`config.mk`:
```
export PLATFORM = sky130hd
export DESIGN_NAME = jac_top
export DESIGN_NICKNAME = d
export VERILOG_FILES = /design/src/pkg/jac_pkg.sv /design/src/verilog/jac_top.sv /design/src/verilog/jac_channel.sv
export VERILOG_INCLUDE_DIRS = /design/src /design/src/pkg
export SDC_FILE = /design/constraint.sdc
export NUM_CORES = 1
export LEC_CHECK = 0
export ABC_AREA = 1
export BUFFER_PORTS_ARGS = -buffer_cell sky130_fd_sc_hd__buf_2
export CORE_UTILIZATION = 44
export DETAILED_ROUTE_END_ITERATION = 6
export PLACE_DENSITY = 0.9
export SLEW_MARGIN = 30
export SYNTH_ARGS = -nofsm -noshare
export SYNTH_HDL_FRONTEND = slang
export SYNTH_HIERARCHICAL = 1
export SYNTH_SLANG_ARGS = --single-unit
export TNS_END_PERCENT = 20
```
`constraint.sdc`:
```
create_clock -name sys_clk -period 3 [get_ports sys_clk]
set_clock_uncertainty 0.2 [all_clocks]
set_input_delay 0.6 -clock sys_clk [delete_from_list [all_inputs] [get_ports sys_clk]]
set_output_delay 0.6 -clock sys_clk [all_outputs]
set_load 0.005 [all_outputs]
```
`src/pkg/jac_defines.svh`:
```
// jac_defines.svh: register offsets, field positions and reset values
// for the per-channel jitter attenuator control register.
// assumes 8-bit register addresses and 8-bit register data.
`ifndef JAC_DEFINES_SVH
`define JAC_DEFINES_SVH

// ============================================================
// register offsets, one per channel
`define JAC_ADDR_CH0        8'h07
`define JAC_ADDR_CH1        8'h0f
`define JAC_ADDR_CH2        8'h17

// ============================================================
// field positions
`define JAC_BIT_FAST_DIS    4
`define JAC_BIT_FLUSH       3
`define JAC_BIT_CFG_HIGH    2
`define JAC_BIT_PATH        1
`define JAC_BIT_CFG_LOW     0

// ============================================================
// reset value and data outside any field
`define JAC_RESET_VALUE     8'h00
`define JAC_UNUSED_MASK     8'he0
`define JAC_UNMAPPED_DATA   8'h00

// ============================================================
// fast recovery bound: 50 ms at 25 MHz
`define JAC_APS_RECOVERY_MS 50
`define JAC_CLK_HZ          25000000
`define JAC_APS_RECOVERY_CYCLES \
    ((`JAC_APS_RECOVERY_MS * `JAC_CLK_HZ) / 1000)

`endif

```
`src/pkg/jac_pkg.sv`:
```
// jac_pkg.sv: state types of the jitter attenuator control bank.
// assumes jac_defines.svh holds all numbers.
package jac_pkg;

    // ========================================================
    // per-channel register state
    typedef struct packed {
        logic fast_recovery_disable;
        logic attenuator_fifo_flush;
        logic attenuator_config_high;
        logic attenuator_path_select;
        logic attenuator_config_low;
        logic flush_pulse;
    } jac_chan_state_t;

    // ========================================================
    // register read side state
    typedef struct packed {
        logic [7:0] rdata;
    } jac_top_state_t;

endpackage : jac_pkg

```
`src/verilog/jac_top.sv`:
```
// jac_top.sv: jitter attenuator control registers for three channels.
// assumes the host register port is synchronous to sys_clk, with
// one-cycle write and read strobes.
//
// Functional notes
// - three copies at 0x07, 0x0F, 0x17
// - bit 4 set disables fast recovery
// - fast recovery bounds reframing to 50 ms
// - 0 to 1 write of bit 3 flushes
// - flush returns both FIFO pointers home
// - flush discards all FIFO contents
// - bits 2 and 0 enable or bypass
// - same bits select FIFO depth
// - 00 16, 01 32, 10 desync, 11 off
// - bit 1 selects receive or transmit path
`include "jac_defines.svh"

module jac_top #(
    parameter int          NUM_CH     = 3,
    parameter int unsigned APS_CYCLES = `JAC_APS_RECOVERY_CYCLES
) (
    // clock and reset
    input  wire logic              sys_clk,
    input  wire logic              resetn,
    // host register port
    input  wire logic        [7:0] reg_addr,
    input  wire logic        [7:0] reg_wdata,
    input  wire logic              reg_wr,
    input  wire logic              reg_rd,
    output logic             [7:0] reg_rdata,
    // attenuator fifo control, one bit per channel
    output logic      [NUM_CH-1:0] ja_fifo_flush,
    output logic      [NUM_CH-1:0] ja_ptr_reset,
    output logic      [NUM_CH-1:0] ja_hold,
    // attenuator configuration, one bit per channel
    output logic      [NUM_CH-1:0] ja_enable,
    output logic      [NUM_CH-1:0] ja_depth_16,
    output logic      [NUM_CH-1:0] ja_depth_32,
    output logic      [NUM_CH-1:0] ja_desync,
    output logic      [NUM_CH-1:0] ja_tx_path,
    output logic      [NUM_CH-1:0] ja_fast_recovery,
    // reframing budget handed to each attenuator
    output logic            [31:0] ja_recovery_budget [NUM_CH]
);

    localparam logic [7:0] CH_ADDR [3] = '{
        `JAC_ADDR_CH0, `JAC_ADDR_CH1, `JAC_ADDR_CH2
    };

    jac_pkg::jac_top_state_t s;
    jac_pkg::jac_top_state_t next_s;

    logic [7:0]        ctrl_value [NUM_CH];
    logic [NUM_CH-1:0] hit;
    logic [NUM_CH-1:0] flush_pulse;
    logic [NUM_CH-1:0] cfg_high;
    logic [NUM_CH-1:0] cfg_low;
    logic [NUM_CH-1:0] fast_dis;

    // ========================================================
    // per-channel registers and decode
    for (genvar i = 0; i < NUM_CH; i++) begin : g_ch
        assign hit[i] = (reg_addr == CH_ADDR[i]);

        jac_channel u_chan (
            .sys_clk               (sys_clk),
            .resetn                (resetn),
            .wr_en                 (reg_wr && hit[i]),
            .wdata                 (reg_wdata),
            .ctrl_value            (ctrl_value[i]),
            .flush_pulse           (flush_pulse[i]),
            .flush_hold            (ja_hold[i]),
            .fast_recovery_disable (fast_dis[i]),
            .path_select           (ja_tx_path[i]),
            .config_high           (cfg_high[i]),
            .config_low            (cfg_low[i])
        );

        // flush empties the fifo, pointers stay home while held
        assign ja_fifo_flush[i] = flush_pulse[i];
        assign ja_ptr_reset[i]  = flush_pulse[i] | ja_hold[i];

        // mode decode, low bit written first
        assign ja_enable[i]   = ~(cfg_low[i] & cfg_high[i]);
        assign ja_depth_16[i] = ~cfg_low[i] & ~cfg_high[i];
        assign ja_depth_32[i] = ~cfg_low[i] &  cfg_high[i];
        assign ja_desync[i]   =  cfg_low[i] & ~cfg_high[i];

        // fast recovery mode, active when the disable bit is clear
        assign ja_fast_recovery[i]   = ~fast_dis[i];
        assign ja_recovery_budget[i] =
            fast_dis[i] ? 32'h0000_0000 : 32'(APS_CYCLES);
    end

    // ========================================================
    // read data
    always_comb begin
        next_s = s;
        if (reg_rd) begin
            next_s.rdata = `JAC_UNMAPPED_DATA;
            for (int k = 0; k < NUM_CH; k++) begin
                if (hit[k]) begin
                    next_s.rdata = ctrl_value[k] & ~`JAC_UNUSED_MASK;
                end
            end
        end
    end

    always_ff @(posedge sys_clk) begin
        if (!resetn) begin
            s <= '0;
        end else begin
            s <= next_s;
        end
    end

    assign reg_rdata = s.rdata;

    for (genvar i = 0; i < NUM_CH; i++) begin : g_chk

    end
endmodule : jac_top

```
`src/verilog/jac_channel.sv`:
```
// jac_channel.sv: one channel's attenuator control register.
// assumes wr_en is a one-cycle strobe already decoded for this channel.
`include "jac_defines.svh"

module jac_channel (
    // clock and reset
    input  wire logic       sys_clk,
    input  wire logic       resetn,
    // register write
    input  wire logic       wr_en,
    input  wire logic [7:0] wdata,
    // register state
    output logic      [7:0] ctrl_value,
    output logic            flush_pulse,
    output logic            flush_hold,
    output logic            fast_recovery_disable,
    output logic            path_select,
    output logic            config_high,
    output logic            config_low
);

    jac_pkg::jac_chan_state_t s;
    jac_pkg::jac_chan_state_t next_s;

    // ========================================================
    // next state
    always_comb begin
        next_s             = s;
        next_s.flush_pulse = 1'b0;
        if (wr_en) begin
            next_s.fast_recovery_disable  = wdata[`JAC_BIT_FAST_DIS];
            next_s.attenuator_fifo_flush  = wdata[`JAC_BIT_FLUSH];
            next_s.attenuator_config_high = wdata[`JAC_BIT_CFG_HIGH];
            next_s.attenuator_path_select = wdata[`JAC_BIT_PATH];
            next_s.attenuator_config_low  = wdata[`JAC_BIT_CFG_LOW];
            // only a 0 to 1 write starts a flush
            next_s.flush_pulse = wdata[`JAC_BIT_FLUSH] &
                                 ~s.attenuator_fifo_flush;
        end
    end

    // ========================================================
    // state register
    always_ff @(posedge sys_clk) begin
        if (!resetn) begin
            s <= '0;
        end else begin
            s <= next_s;
        end
    end

    // ========================================================
    // outputs
    always_comb begin
        ctrl_value = `JAC_RESET_VALUE;
        ctrl_value[`JAC_BIT_FAST_DIS] = s.fast_recovery_disable;
        ctrl_value[`JAC_BIT_FLUSH]    = s.attenuator_fifo_flush;
        ctrl_value[`JAC_BIT_CFG_HIGH] = s.attenuator_config_high;
        ctrl_value[`JAC_BIT_PATH]     = s.attenuator_path_select;
        ctrl_value[`JAC_BIT_CFG_LOW]  = s.attenuator_config_low;
    end

    assign flush_pulse           = s.flush_pulse;
    assign flush_hold            = s.attenuator_fifo_flush;
    assign fast_recovery_disable = s.fast_recovery_disable;
    assign path_select           = s.attenuator_path_select;
    assign config_high           = s.attenuator_config_high;
    assign config_low            = s.attenuator_config_low;
endmodule : jac_channel

```
==> summary.txt <==
Cells and area
  • Most frequent cells in the layout: conb_1 (75), buf_2 (72), nor2_1 (36), nand2_1 (23), dfxtp_1 (23)
  • Share of layout cells above drive strength 1: 32.2%
  • Cell Count, Final, Fillers Out: 363
  • Ant diodes: 0
  • Most common cell after layout, fill and taps aside: conb_1
  • Fin area: 0.00185 mm²
  • Fill cell count: 460
  • Post-Route Utilization: 42.7%
  • Total Nets Final: 332
  • Area delta synth->final: -6.52%

Floorplanning
  • CORE AREA: 0.00432 mm²
  • Die ar.: 0.00477 mm²
  • Rows: 24
  • Die Ht: 69.0 µm
  • Die extent in x: 69.0 µm
  • IO Pins: 151
  • Starting Density: 45.7%

Critical path
  • Crit path capture type: flip-flop
  • Cell Chain, Critical Path: buf_2 > inv_2 > nand2_2 > nor2_4 > nand2_1 > nor2_1 > inv_2 > nor2_1 > nor2_1
  • Crit path max-delay family: simple AND/OR/NAND/NOR gates
  • CP required: 2.96 ns
  • Worst path bufs/invs: 3
  • Crit path DAT: 1.83 ns
  • Worst Setup Path Type: in2reg
  • CP max stage cell: nor2_1
  • CP peak stage delay: 0.36 ns
  • CP dominant cell by count: nor2_1
  • CP Launch Type: input pin
  • Largest driver fanout on the critical path: 12

Placed design
  • Pre-CTS WS: 0.893 ns
  • DP HPWL: 2.72 mm
  • Cell Area, Placed: 0.00180 mm²
  • Placed cells: 359
  • Final GP Congestion: 0.930
  • Port bufs: 72

CTS
  • Root Driver: clkbuf_8
  • CTS tree: done
  • Clock tree sinks: 23
  • Htree depth: 1
  • CTS max path bufs: 2
  • Post-CTS sizing: 0
  • Num CTS Buffers: 3
  • Clock transition at the registers of the reported paths: 0.08 ns
  • Post-CTS setup buffers: 0
  • # hold bufs at CTS: 0
  • Clock Latency Late Sink: 0.26 ns

Synth
  • YS warnings: 6
  • Gate count of the mapped netlist: 277
  • Cell area after synthesis: 0.00198 mm²
  • Syn_area_per_cell: 7.14 µm²

Routing
  • First-pass DRT Iterations: 4
  • Remaining DRCs: 0
  • Vias per cell: 4.15
  • Final WL: 3.36 mm
  • Number of routed nets with antenna violations: 0
  • Vias post-DR: 1508
  • DRT iter0 DRCs: 51
  • Drt wl/cell: 9.26 µm

Timing
  • Final slew viol count: 0
  • Post-route setup TNS: 0 ns
  • Final period utilization: 62.1%
  • RSZ-0062 raised after global routing: no
  • Setup ws final: 1.14 ns
  • Hold WS: 0.273 ns
  • Final setup vio count: 0
  • Min Tclk post-route: 1.86 ns
  • Final hold viol count: 0
  • FMAX: 537 MHz

Power
  • Tot Pwr: 556 µW
  • Worst VDD drop: 181 µV
  • Pwr Density: 301 mW/mm²
  • Leak: 1.00 nW

Global routing
  • Vias in the first global route: 1120
  • Antenna violations before repair: 0
  • First-pass GRT wire length: 5.18 mm
  • Pin count of the biggest net entering global routing: 17
  • GR Overflow Total: 0
  • Total track usage: 13.1%

Worst hold path
  • Tightest Hold Check Type: reg2reg

Run status
  • Outcome: completed

Run
  • MaxCap Viol Count: 0
-- worst min-delay path, delay by kind of cell (launching register included) --
kind	cells	cell delay [ns]
DFF	1	0.32
and+or+nand+nor	1	0.06
AOI/OAI and AO/OA	1	0.05
-- worst paths after layout --
kind                            cells after the start  slack [ns]                  startpoint                         end
worst max-delay path                                9        1.14                 reg_addr[6]  g_ch[1].u_chan/config_high
worst min-delay path                                2        0.27                reg_rdata[0]                reg_rdata[0]
worst max register to register                      4        1.92  g_ch[1].u_chan/config_high                reg_rdata[2]
worst min register to register                      2        0.27                reg_rdata[0]                reg_rdata[0]
-- report_power, final --
group | internal [mW] | switching [mW] | total, mW
Combinational | 0.0127 | 0.0459 | 0.0586
Clock | 0.0927 | 0.0990 | 0.192
Sequential | 0.305 | 0.000529 | 0.306
-- final cells by class --
class | count | area, µm² | share of cell area (%)
inverters | 23 | 86.3 | 4.67
flip-flops and latches | 23 | 460 | 24.9
clock inverters | 1 | 5.00 | 0.271
clock buffers | 3 | 41.3 | 2.23
well taps | 52 | 65.1 | 3.52
multi-input cells | 189 | 830 | 44.9
repair buffers | 72 | 360 | 19.5
-- per-layer routing --
layer	wire length [µm]	track usage [%]
met2	1630	22.0
met3	352	2.78
met5	0	0
met4	3	2.49
met1	1370	17.2
-- state kept, by name, summed over array words and instances, names as in the netlist --
signal,flops
g_ch.u_chan/path_select,3
g_ch.u_chan/config_low,3
g_ch.u_chan/fast_recovery_disable,3
g_ch.u_chan/config_high,3
reg_rdata,5
g_ch.u_chan/flush_pulse,3
g_ch.u_chan/flush_hold,3
Power figures use the tool's default switching activity.
